<file path="config.mk">
export PLATFORM = sky130hd
export DESIGN_NAME = ptt_top
export DESIGN_NICKNAME = d
export VERILOG_FILES = /design/src/core/ptt_pkg.sv /design/src/core/ptt_cond_if.sv /design/src/core/ptt_sync.sv /design/src/core/ptt_once.sv /design/src/core/ptt_top.sv
export SDC_FILE = /design/constraint.sdc
export NUM_CORES = 1
export LEC_CHECK = 0
export BUFFER_PORTS_ARGS = -buffer_cell sky130_fd_sc_hd__buf_2
export CORE_MARGIN = 1.5
export CORE_UTILIZATION = 45
export CTS_CLUSTER_DIAMETER = 50
export DETAILED_ROUTE_END_ITERATION = 6
export GPL_ROUTABILITY_DRIVEN = 1
export GPL_TIMING_DRIVEN = 0
export PLACE_DENSITY = 0.82
export SLEW_MARGIN = 20
export SYNTH_ARGS = -nofsm -noshare
export SYNTH_HDL_FRONTEND = slang
export SYNTH_SLANG_ARGS = --single-unit
</file>
<file path="constraint.sdc">
create_clock -name clk_sys -period 3.6 [get_ports clk_sys]
set_input_delay 0.72 -clock clk_sys [delete_from_list [all_inputs] [get_ports clk_sys]]
set_output_delay 0.72 -clock clk_sys [all_outputs]
set_load 0.05 [all_outputs]
</file>
<file path="src/core/ptt_pkg.sv">
// Purpose: shared constants for the power transfer termination block
// Assumes: comparator results arrive as one vector of raw pin levels
// Notes:   offsets are byte addresses on a 32-bit apb bus
package ptt_pkg;
  localparam int NCOND = 13;
  localparam int CB_AD = 0;      // adapter above enable threshold
  localparam int CB_CTRL_HI = 1; // temp_control_input above 1.4 V
  localparam int CB_JHOT = 2;    // junction above 150 C
  localparam int CB_RLOW = 3;    // limit_resistance below 215 ohm
  localparam int CB_TSHOT = 4;   // temp_sense_input past hot_threshold
  localparam int CB_CTRL_LO = 5; // temp_control_input below 100 mV
  localparam int CB_TERM = 6;    // termination sense above current_limit_sense
  localparam int CB_TFIT = 7;    // termination resistor fitted
  localparam int CB_LSEL = 8;    // limit_select_input above 1.4 V
  localparam int CB_PMEM = 9;    // ping_memory above 1.6 V
  localparam int CB_RECTIFIER_NODE = 10;   // rectifier_node target reached
  localparam int CB_I100 = 11;   // output current above 100 mA
  localparam int CB_I400 = 12;   // output current above 400 mA
  localparam int NREASON = 6;
  localparam int RS_AD = 0;
  localparam int RS_CHG = 1;
  localparam int RS_FLT = 2;
  localparam int RS_HOT = 3;
  localparam int RS_OV = 4;
  localparam int RS_TERM = 5;
  localparam logic [7:0] CODE_UNKNOWN = 8'h00;
  localparam logic [7:0] CODE_CHG = 8'h01;
  localparam logic [7:0] CODE_FAULT = 8'h02;
  localparam logic [7:0] CODE_OTEMP = 8'h03;
  localparam logic [7:0] CODE_OVOLT = 8'h04;
  localparam logic [7:0] CODE_MAX_SENT = 8'h04;
  localparam logic [6:0] ERR_PKT_LIMIT = 7'h40;
  localparam logic [1:0] LIM_NONE = 2'h0;
  localparam logic [1:0] LIM_PLUS = 2'h1;
  localparam logic [1:0] LIM_MINUS = 2'h2;
  localparam logic [7:0] OFF_CTRL = 8'h00;
  localparam logic [7:0] OFF_STATUS = 8'h04;
  localparam logic [7:0] OFF_LAST = 8'h08;
  localparam logic [7:0] OFF_ERRLIM = 8'h0c;
  localparam logic [31:0] CTRL_RST = 32'h0000_0000;
  typedef enum logic [6:0] {
    ST_IDLE = 7'h01, ST_START = 7'h02, ST_ACTIVE = 7'h04, ST_OFF = 7'h08,
    ST_SEND = 7'h10, ST_ADAPT = 7'h20, ST_HALT = 7'h40
  } ptt_state_e;
endpackage : ptt_pkg

</file>
<file path="src/core/ptt_cond_if.sv">
// Purpose: carries raw and synchronised comparator levels
// Assumes: raw levels are asynchronous to clk_sys
// Notes:   one bundle, two views
`timescale 1ns/1ps
`default_nettype none
interface ptt_cond_if;
  logic [ptt_pkg::NCOND-1:0] raw;
  logic [ptt_pkg::NCOND-1:0] sync;
  modport syncer (input raw, output sync);
  modport user (output raw, input sync);
endinterface : ptt_cond_if
`default_nettype wire

</file>
<file path="src/core/ptt_sync.sv">
// Purpose: two-flop synchroniser for the comparator vector
// Assumes: single clock clk_sys
// Notes:   first stage feeds only the second stage
`timescale 1ns/1ps
`default_nettype none
module ptt_sync (
  input  wire logic clk_sys,
  input  wire logic rst,
  ptt_cond_if.syncer cond
);
  logic [ptt_pkg::NCOND-1:0] meta_q;
  logic [ptt_pkg::NCOND-1:0] sync_q;

  always_ff @(posedge clk_sys or posedge rst)
  begin
    if (rst)
    begin
      meta_q <= '0;
      sync_q <= '0;
    end
    else
    begin
      meta_q <= cond.raw;
      sync_q <= meta_q;
    end
  end

  assign cond.sync = sync_q;
endmodule : ptt_sync
`default_nettype wire

</file>
<file path="src/core/ptt_once.sv">
// Purpose: one message per detected condition
// Assumes: take is a pulse when a message for that condition is accepted
// Notes:   re-arms only after the condition has gone away
`timescale 1ns/1ps
`default_nettype none
module ptt_once #(
  parameter int W = 6
) (
  input  wire logic         clk_sys,
  input  wire logic         rst,
  input  wire logic [W-1:0] cond,
  input  wire logic [W-1:0] take,
  output logic      [W-1:0] pend
);
  logic [W-1:0] sent_q;

  // clear wins: take sets the bit only while cond is high
  always_ff @(posedge clk_sys or posedge rst)
  begin
    if (rst)
      sent_q <= '0;
    else
      sent_q <= cond & (sent_q | take);
  end

  assign pend = cond & ~sent_q;
endmodule : ptt_once
`default_nettype wire

</file>
<file path="src/core/ptt_top.sv">
// Purpose: decides when to end wireless power transfer and what to send
// Assumes: analog comparators give digital levels; a message engine takes term_* by valid/ready
// Notes:   apb registers: run control, status, last message, error packet limit
//
// Our own choices: the placing of the registers and the APB interface to the registers.
`timescale 1ns/1ps
`default_nettype none
module ptt_top #(
  parameter int CNT_W = 16
) (
  input  wire logic                      clk_sys,
  input  wire logic                      rst,
  input  wire logic [31:0]               paddr,
  input  wire logic                      psel,
  input  wire logic                      penable,
  input  wire logic                      pwrite,
  input  wire logic [31:0]               pwdata,
  output logic      [31:0]               prdata,
  output logic                           pready,
  output logic                           pslverr,
  input  wire logic [ptt_pkg::NCOND-1:0] cond_raw,
  input  wire logic                      mode_pma,
  input  wire logic                      comm_active,
  input  wire logic                      err_pkt,
  output logic                           term_valid,
  input  wire logic                      term_ready,
  output logic      [7:0]                term_code,
  output logic                           term_eoc,
  output logic                           output_en,
  output logic                           adapter_switch_en,
  output logic                           comm_limit_en,
  output logic      [1:0]                comm_limit_sel,
  output logic                           pad_detect_n_o,
  output logic                           pad_detect_n_oe,
  output logic                           boost_mode,
  output logic                           adapter_status_out
);
  ptt_cond_if cif ();
  ptt_pkg::ptt_state_e       state_q;
  logic [ptt_pkg::NCOND-1:0] cs;
  logic [ptt_pkg::NREASON-1:0] cond;
  logic [ptt_pkg::NREASON-1:0] pend;
  logic [ptt_pkg::NREASON-1:0] take;
  logic [2:0]                pick;
  logic                      any_pend;
  logic                      run_q;
  logic [6:0]                errlim_q;
  logic [6:0]                errcnt_q;
  logic                      ov_q;
  logic                      mode_q;
  logic [2:0]                reason_q;
  logic [7:0]                code_q;
  logic                      eoc_q;
  logic [CNT_W-1:0]          msgcnt_q;
  logic                      out_en_q;
  logic                      sw_en_q;
  logic                      lim_en_q;
  logic [1:0]                lim_sel_q;
  logic                      pd_oe_q;
  logic                      boost_q;
  logic                      adst_q;
  logic [7:0]                code_d;
  logic                      wr;
  logic                      rd;

  assign cif.raw = cond_raw;
  ptt_sync u_sync (
    .clk_sys (clk_sys),
    .rst     (rst),
    .cond    (cif.syncer)
  );
  assign cs = cif.sync;

  // reason conditions, lowest index is the lowest code
  always_comb
  begin
    cond = '0;
    cond[ptt_pkg::RS_AD] = cs[ptt_pkg::CB_AD];
    cond[ptt_pkg::RS_CHG] = cs[ptt_pkg::CB_CTRL_HI];
    cond[ptt_pkg::RS_FLT] = cs[ptt_pkg::CB_JHOT] | cs[ptt_pkg::CB_RLOW];
    cond[ptt_pkg::RS_HOT] = cs[ptt_pkg::CB_TSHOT] | cs[ptt_pkg::CB_CTRL_LO];
    cond[ptt_pkg::RS_OV] = ov_q;
    // termination sense only counts with a second-standard transmitter
    cond[ptt_pkg::RS_TERM] = mode_q & cs[ptt_pkg::CB_TFIT] & cs[ptt_pkg::CB_TERM];
  end

  ptt_once #(
    .W (ptt_pkg::NREASON)
  ) u_once (
    .clk_sys (clk_sys),
    .rst     (rst),
    .cond    (cond),
    .take    (take),
    .pend    (pend)
  );

  // priority pick of the lowest pending reason
  always_comb
  begin
    pick = 3'h0;
    any_pend = |pend;
    for (int i = ptt_pkg::NREASON - 1; i >= 0; i--)
    begin
      if (pend[i])
        pick = 3'(i);
    end
  end

  always_comb
  begin
    case (pick)
      3'h0: code_d = ptt_pkg::CODE_UNKNOWN;
      3'h2: code_d = ptt_pkg::CODE_FAULT;
      3'h3: code_d = ptt_pkg::CODE_OTEMP;
      3'h4: code_d = ptt_pkg::CODE_OVOLT;
      default: code_d = ptt_pkg::CODE_CHG;
    endcase
  end

  assign take = (state_q == ptt_pkg::ST_SEND && term_ready) ?
                ptt_pkg::NREASON'(1) << reason_q : '0;

  // apb slave, zero wait states
  assign wr = psel & penable & pwrite;
  assign rd = psel & penable & ~pwrite;
  assign pready = 1'b1;

  always_ff @(posedge clk_sys or posedge rst)
  begin
    if (rst)
    begin
      run_q <= ptt_pkg::CTRL_RST[0];
      errlim_q <= ptt_pkg::ERR_PKT_LIMIT;
    end
    else if (wr && paddr[7:0] == ptt_pkg::OFF_CTRL)
      run_q <= pwdata[0];
    else if (wr && paddr[7:0] == ptt_pkg::OFF_ERRLIM)
      errlim_q <= pwdata[6:0];
  end

  always_comb
  begin
    prdata = '0;
    pslverr = 1'b0;
    if (paddr[31:8] != '0)
      pslverr = psel & penable;
    else if (paddr[7:0] == ptt_pkg::OFF_CTRL)
      prdata[0] = run_q;
    else if (paddr[7:0] == ptt_pkg::OFF_STATUS)
      prdata = {9'h000, state_q, 2'h0, mode_q, cs};
    else if (paddr[7:0] == ptt_pkg::OFF_LAST)
      prdata = {16'(msgcnt_q), 7'h00, eoc_q, code_q};
    else if (paddr[7:0] == ptt_pkg::OFF_ERRLIM)
      prdata[6:0] = errlim_q;
    else
      pslverr = psel & penable;
    if (!rd)
      prdata = '0;
  end

  // mode is from the protocol detector on the same clock
  always_ff @(posedge clk_sys or posedge rst)
  begin
    if (rst)
      mode_q <= 1'b0;
    else
      mode_q <= mode_pma;
  end

  // startup error packet counter; ov sets only in startup, clears in idle
  always_ff @(posedge clk_sys or posedge rst)
  begin
    if (rst)
    begin
      errcnt_q <= '0;
      ov_q <= 1'b0;
    end
    else if (state_q == ptt_pkg::ST_IDLE)
    begin
      errcnt_q <= '0;
      ov_q <= 1'b0;
    end
    else if (state_q == ptt_pkg::ST_START && err_pkt && !ov_q)
    begin
      errcnt_q <= errcnt_q + 7'h01;
      if (errcnt_q + 7'h01 >= errlim_q)
        ov_q <= 1'b1;
    end
  end

  always_ff @(posedge clk_sys or posedge rst)
  begin
    if (rst)
      state_q <= ptt_pkg::ST_IDLE;
    else if (!run_q && state_q != ptt_pkg::ST_SEND)
      state_q <= ptt_pkg::ST_IDLE;
    else
    begin
      case (state_q)
        ptt_pkg::ST_IDLE:
          state_q <= ptt_pkg::ST_START;
        ptt_pkg::ST_START:
          if (any_pend)
            state_q <= ptt_pkg::ST_OFF;
          else if (cs[ptt_pkg::CB_RECTIFIER_NODE])
            state_q <= ptt_pkg::ST_ACTIVE;
        ptt_pkg::ST_ACTIVE:
          if (any_pend)
            state_q <= ptt_pkg::ST_OFF;
        ptt_pkg::ST_OFF:
          state_q <= ptt_pkg::ST_SEND;
        ptt_pkg::ST_SEND:
          if (term_ready)
            state_q <= (reason_q == 3'(ptt_pkg::RS_AD)) ? ptt_pkg::ST_ADAPT : ptt_pkg::ST_HALT;
        ptt_pkg::ST_ADAPT:
          if (!cs[ptt_pkg::CB_AD])
            state_q <= ptt_pkg::ST_IDLE;
        ptt_pkg::ST_HALT:
          if (cond == '0)
            state_q <= ptt_pkg::ST_IDLE;
        default:
          state_q <= ptt_pkg::ST_IDLE;
      endcase
    end
  end

  // message latched while the output is already off
  always_ff @(posedge clk_sys or posedge rst)
  begin
    if (rst)
    begin
      reason_q <= '0;
      code_q <= '0;
      eoc_q <= 1'b0;
    end
    else if (state_q == ptt_pkg::ST_OFF)
    begin
      reason_q <= pick;
      code_q <= code_d;
      eoc_q <= mode_q;
    end
  end

  always_ff @(posedge clk_sys or posedge rst)
  begin
    if (rst)
      msgcnt_q <= '0;
    else if (state_q == ptt_pkg::ST_SEND && term_ready)
      msgcnt_q <= msgcnt_q + CNT_W'(1);
  end

  always_ff @(posedge clk_sys or posedge rst)
  begin
    if (rst)
    begin
      out_en_q <= 1'b0;
      sw_en_q <= 1'b0;
    end
    else
    begin
      out_en_q <= (state_q == ptt_pkg::ST_ACTIVE) && !any_pend && run_q;
      // switch only after the adapter message has gone out
      sw_en_q <= (state_q == ptt_pkg::ST_ADAPT) && cs[ptt_pkg::CB_AD] && run_q;
    end
  end

  // pin function outputs
  always_ff @(posedge clk_sys or posedge rst)
  begin
    if (rst)
    begin
      lim_en_q <= 1'b1;
      lim_sel_q <= ptt_pkg::LIM_NONE;
      pd_oe_q <= 1'b0;
      boost_q <= 1'b0;
      adst_q <= 1'b0;
    end
    else
    begin
      // floating pin reads low through the pulldown, so limiting stays on
      lim_en_q <= !cs[ptt_pkg::CB_LSEL];
      if (mode_q || !comm_active || cs[ptt_pkg::CB_LSEL] || !cs[ptt_pkg::CB_I100])
        lim_sel_q <= ptt_pkg::LIM_NONE;
      else if (!cs[ptt_pkg::CB_I400])
        lim_sel_q <= ptt_pkg::LIM_PLUS;
      else
        lim_sel_q <= ptt_pkg::LIM_MINUS;
      pd_oe_q <= !mode_q && cs[ptt_pkg::CB_PMEM];
      boost_q <= cs[ptt_pkg::CB_TFIT];
      adst_q <= !cs[ptt_pkg::CB_TFIT] && cs[ptt_pkg::CB_AD];
    end
  end

  assign term_valid = (state_q == ptt_pkg::ST_SEND);
  assign term_code = code_q;
  assign term_eoc = eoc_q;
  assign output_en = out_en_q;
  assign adapter_switch_en = sw_en_q;
  assign comm_limit_en = lim_en_q;
  assign comm_limit_sel = lim_sel_q;
  assign pad_detect_n_o = 1'b0;
  assign pad_detect_n_oe = pd_oe_q;
  assign boost_mode = boost_q;
  assign adapter_status_out = adst_q;

  // checks
  a_code_range: assert property (@(posedge clk_sys) disable iff (rst)
    term_valid |-> term_code <= ptt_pkg::CODE_MAX_SENT) else $error("reserved code sent");
  a_off_before_msg: assert property (@(posedge clk_sys) disable iff (rst)
    $rose(term_valid) |-> !output_en && $past(!output_en)) else $error("output on at message");
  a_switch_after_msg: assert property (@(posedge clk_sys) disable iff (rst)
    $rose(adapter_switch_en) |-> $past(term_code, 2) == ptt_pkg::CODE_UNKNOWN && !output_en)
    else $error("switch without adapter message");
  a_msg_held: assert property (@(posedge clk_sys) disable iff (rst)
    term_valid && !term_ready |=> term_valid && $stable(term_code) && $stable(term_eoc))
    else $error("message dropped before taken");
  a_kind_by_mode: assert property (@(posedge clk_sys) disable iff (rst)
    $rose(term_valid) |-> term_eoc == $past(mode_q)) else $error("wrong message kind");
  a_ov_timeout: assert property (@(posedge clk_sys) disable iff (rst)
    $rose(ov_q) && !(|pend[3:0]) && run_q |-> ##[1:3] term_valid && term_code == ptt_pkg::CODE_OVOLT)
    else $error("timeout not reported");
  a_lim_select: assert property (@(posedge clk_sys) disable iff (rst)
    ##1 comm_limit_en == !$past(cs[ptt_pkg::CB_LSEL])) else $error("limit enable wrong");
  a_lim_pma_none: assert property (@(posedge clk_sys) disable iff (rst)
    mode_q ##1 mode_q |-> comm_limit_sel == ptt_pkg::LIM_NONE) else $error("limit in second standard");
  a_pad_detect: assert property (@(posedge clk_sys) disable iff (rst)
    ##1 pad_detect_n_oe == ($past(cs[ptt_pkg::CB_PMEM]) && !$past(mode_q))) else $error("pad detect wrong");
  a_boost_select: assert property (@(posedge clk_sys) disable iff (rst)
    ##1 boost_mode == $past(cs[ptt_pkg::CB_TFIT])) else $error("boost select wrong");
  c_adapter: cover property (@(posedge clk_sys) disable iff (rst) $rose(adapter_switch_en));
  c_ov: cover property (@(posedge clk_sys) disable iff (rst) term_valid && term_code == ptt_pkg::CODE_OVOLT);
  c_term_eoc: cover property (@(posedge clk_sys) disable iff (rst) term_valid && reason_q == 3'(ptt_pkg::RS_TERM));
  c_pad: cover property (@(posedge clk_sys) disable iff (rst) $rose(pad_detect_n_oe));
endmodule : ptt_top
`default_nettype wire

</file>
==> results.json <==
{
  "holdBufCountCts": 0,
  "core.rowCount": 35,
  "final_cell_mix": "buf_2 (103), dfrtp_1 (84), nor2_1 (45)",
  "critical_path_class": "in -> out",
  "fp.dieH_um": 99.5,
  "drc": 0,
  "clock_skew_ns": 0.0131,
  "synthDistinctLibCells": 50,
  "reg2reg_from": "state_q[4]",
  "core_um2": 9150,
  "use_met3": 0.0499,
  "period_needed_ns": 3.38,
  "cts_setup_buffers": 0,
  "place.gp.congestion": 0.952,
  "cts_resized": 0,
  "dp_hpwl_um": 7240,
  "cts_tree": "yes",
  "grt_util_met1": 0.265,
  "final_common_cell": "buf_2",
  "cts.reportedPaths.clkPinSlew_ns": 0.08,
  "relSlewSlack": 0.439,
  "drive_above_1_share": 0.297,
  "synthFlopType": "dfrtp_1",
  "h-tree-depth": 3,
  "path_cells": "buf_2 > nor4_1 > nand4_1 > or4_1 > nor2b_1 > and2_1 > buf_2",
  "power_density_nw_per_um2": 345,
  "yosys_register_bits": 87,
  "worst-path-stages": 7,
  "period_share": 0.938,
  "grt_overflow": 0,
  "root_buffer": "clkbuf_8",
  "die_w_um": 99.5,
  "ctsLongestPathBuffers": 2,
  "clkLatencyLatePin_ns": 0.36,
  "cpMostUsedCell": "buf_2",
  "wl_per_cell_um": 15.2,
  "ys_seq_area_frac": 0.520,
  "cp-start-kind": "input pin",
  "nNetsFinal": 615,
  "postRouteAntennaNets": 0,
  "synth_edf_count": 0,
  "worstHoldPathCells": 0,
  "initial_core_util": 0.458,
  "grt_pass1_vias": 3359,
  "grtUsageMet2": 0.342,
  "vias_per_cell": 5.29,
  "antenna_found_initial": 0,
  "crit_start": "paddr[27]",
  "p_sw_mw": 0.448,
  "path_buf_inv": 2,
  "post-route-util": 0.554,
  "dr_total_vias": 3363,
  "hold_viol_final": 0,
  "path_max_fanout": 6,
  "drt_iter0_drc": 216,
  "grt_max_degree": 56,
  "ioPinCount": 139,
  "p_int_mw": 1.30,
  "power_leakage_nw": 2.56,
  "min_from": "u_sync.meta_q[2]",
  "post_synth.cell_area_avg_um2": 10.5,
  "hp-class": "reg -> reg",
  "cp-end-kind": "primary output",
  "run_status": "completed",
  "grt_usage": 0.205,
  "critPathMaxStageDelay_ns": 0.58,
  "worst_slew_pin_slew_ns": 0.841,
  "cp_top_family": "simple AND/OR/NAND/NOR gates",
  "required_ns": 2.88,
  "ir_drop_uv": 257,
  "syn_area_um2": 4190,
  "area_delta_synth_final_pct": 20.9,
  "async_flop_share": 1.00,
  "first_pass_iters": 4,
  "max_cap_viol_count": 0,
  "p_sw_frac": 0.256,
  "num_antenna_cells": 0,
  "top_usage_layer": "met2",
  "slew_violations": 0,
  "clkPwrFrac": 0.343,
  "whs_ns": 0.353,
  "cts_buffers": 9,
  "ys_warn_count": 0,
  "seqPwrFrac": 0.577,
  "arrival_ns": 2.66,
  "max_freq_ghz": 0.296,
  "die-area_um2": 9910,
  "wl_um": 9670,
  "power_frac_comb": 0.080,
  "fillers": 802,
  "setup_violations": 0,
  "critPathSlowestCell": "or4_1",
  "r2r_cells": 5,
  "synth_cells": 398,
  "cts.sinks": 87,
  "grt_pass1_wl_um": 16000,
  "rsz0062_at_grt": "false",
  "portBuffers": 103
}
==> synth_stat cells (6+ instances only) <==
cell type  instances  area (um^2)
a21o_1             9         67.6
a22oi_1           11         82.6
and2_1            15         93.8
and3_1             6         37.5
buf_4              9         67.6
clkbuf_1           9         33.8
dfrtp_1           84         2100
ha_1               9          113
inv_1             16         60.1
mux2_2            11          124
nand2_1           23         86.3
nand2b_1           6         37.5
nand3_1           23          115
nand4_1            7         43.8
nor2_1            45          169
nor2b_1           14         87.6
nor3_1             7         35.0
nor4_1            11         68.8
o21ai_0            6         30.0
xnor2_1           11         96.3
xor2_1            10         87.6
==> worst paths after layout <==
check	to	slack [ns]
hold reg to reg	u_sync.cond.sync[2]	0.35
max in group asynchronous	state_q[0]	2.59
hold / removal	u_sync.cond.sync[2]	0.35
setup / recovery	prdata[12]	0.22
setup reg to reg	ov_q	1.41
min in group asynchronous	u_sync.meta_q[11]	0.36
==> worst reg2reg max path: stages, from the launching register on <==
cell and delay (ns):
dfrtp_1 0.36, clkbuf_1 0.21, nor3_1 0.45, nand4b_1 0.48, a22o_1 0.39, a31o_2 0.20
==> flip-flops by register name (all words and copies together) (netlist names) <==
signal	cells
msgcnt_q	16
errcnt_q	7
run_q	1
output_en	1
boost_mode	1
state_q	7
comm_limit_en	1
comm_limit_sel	2
adapter_switch_en	1
u_once.sent_q	6
u_sync.meta_q	13
term_code	3
term_eoc	1
reason_q	3
u_sync.cond.sync	13
errlim_q	7
mode_q	1
adapter_status_out	1
pad_detect_n_oe	1
ov_q	1
==> per-stage QoR <==
step                      total power [mW]  TNS (ns)  cells  instance area (um^2)  setup WS, ns
after global routing                  1.82         0    636                  5070        0.0115
after floorplan                       1.11         0    405                  4220         0.493
after global placement                1.16    -18.38    619                  4870        -0.223
final                                 1.75         0    636                  5070         0.224
after CTS                             1.76         0    636                  5070         0.219
after detailed placement              1.17         0    620                  4900         0.215
==> power groups by stage <==
stage	clock, mW	combinational (mW)	sequential [mW]
floorplan	0	0.0771	1.03
global route	0.656	0.154	1.01
detailed placement	0	0.141	1.03
finish	0.601	0.140	1.01
CTS	0.610	0.141	1.01
global placement	0	0.133	1.03
==> area by class of cell <==
| class | instances | area, um^2 | area share |
|---|---|---|---|
| repair buffers | 104 | 543 | 0.107 |
| well taps | 111 | 139 | 0.0274 |
| plain buffers | 21 | 128 | 0.0252 |
| flip-flops and latches | 87 | 2180 | 0.430 |
| multi-input cells | 281 | 1850 | 0.365 |
| inverters | 16 | 62.6 | 0.0123 |
| clock buffers | 11 | 131 | 0.0259 |
| clock inverters | 5 | 35.0 | 0.00691 |
==> routing by layer <==
layer	wire, um	part of all wire
met2	4900	0.51
met3	469	0.048
met4	121	0.013
met1	4180	0.43
met5	0	0
==> kinds of logic after synthesis <==
group,share of synthesized area
AND/OR/NAND/NOR,0.227
flip-flops,0.520
AO/OA/AOI/OAI,0.0913
buffers and inverters,0.0448
XOR/XNOR,0.0439
multiplexers,0.0445
adder cells (fa/ha/maj),0.0269
other,0.00179
No activity file was read; power rests on OpenSTA's default activity.
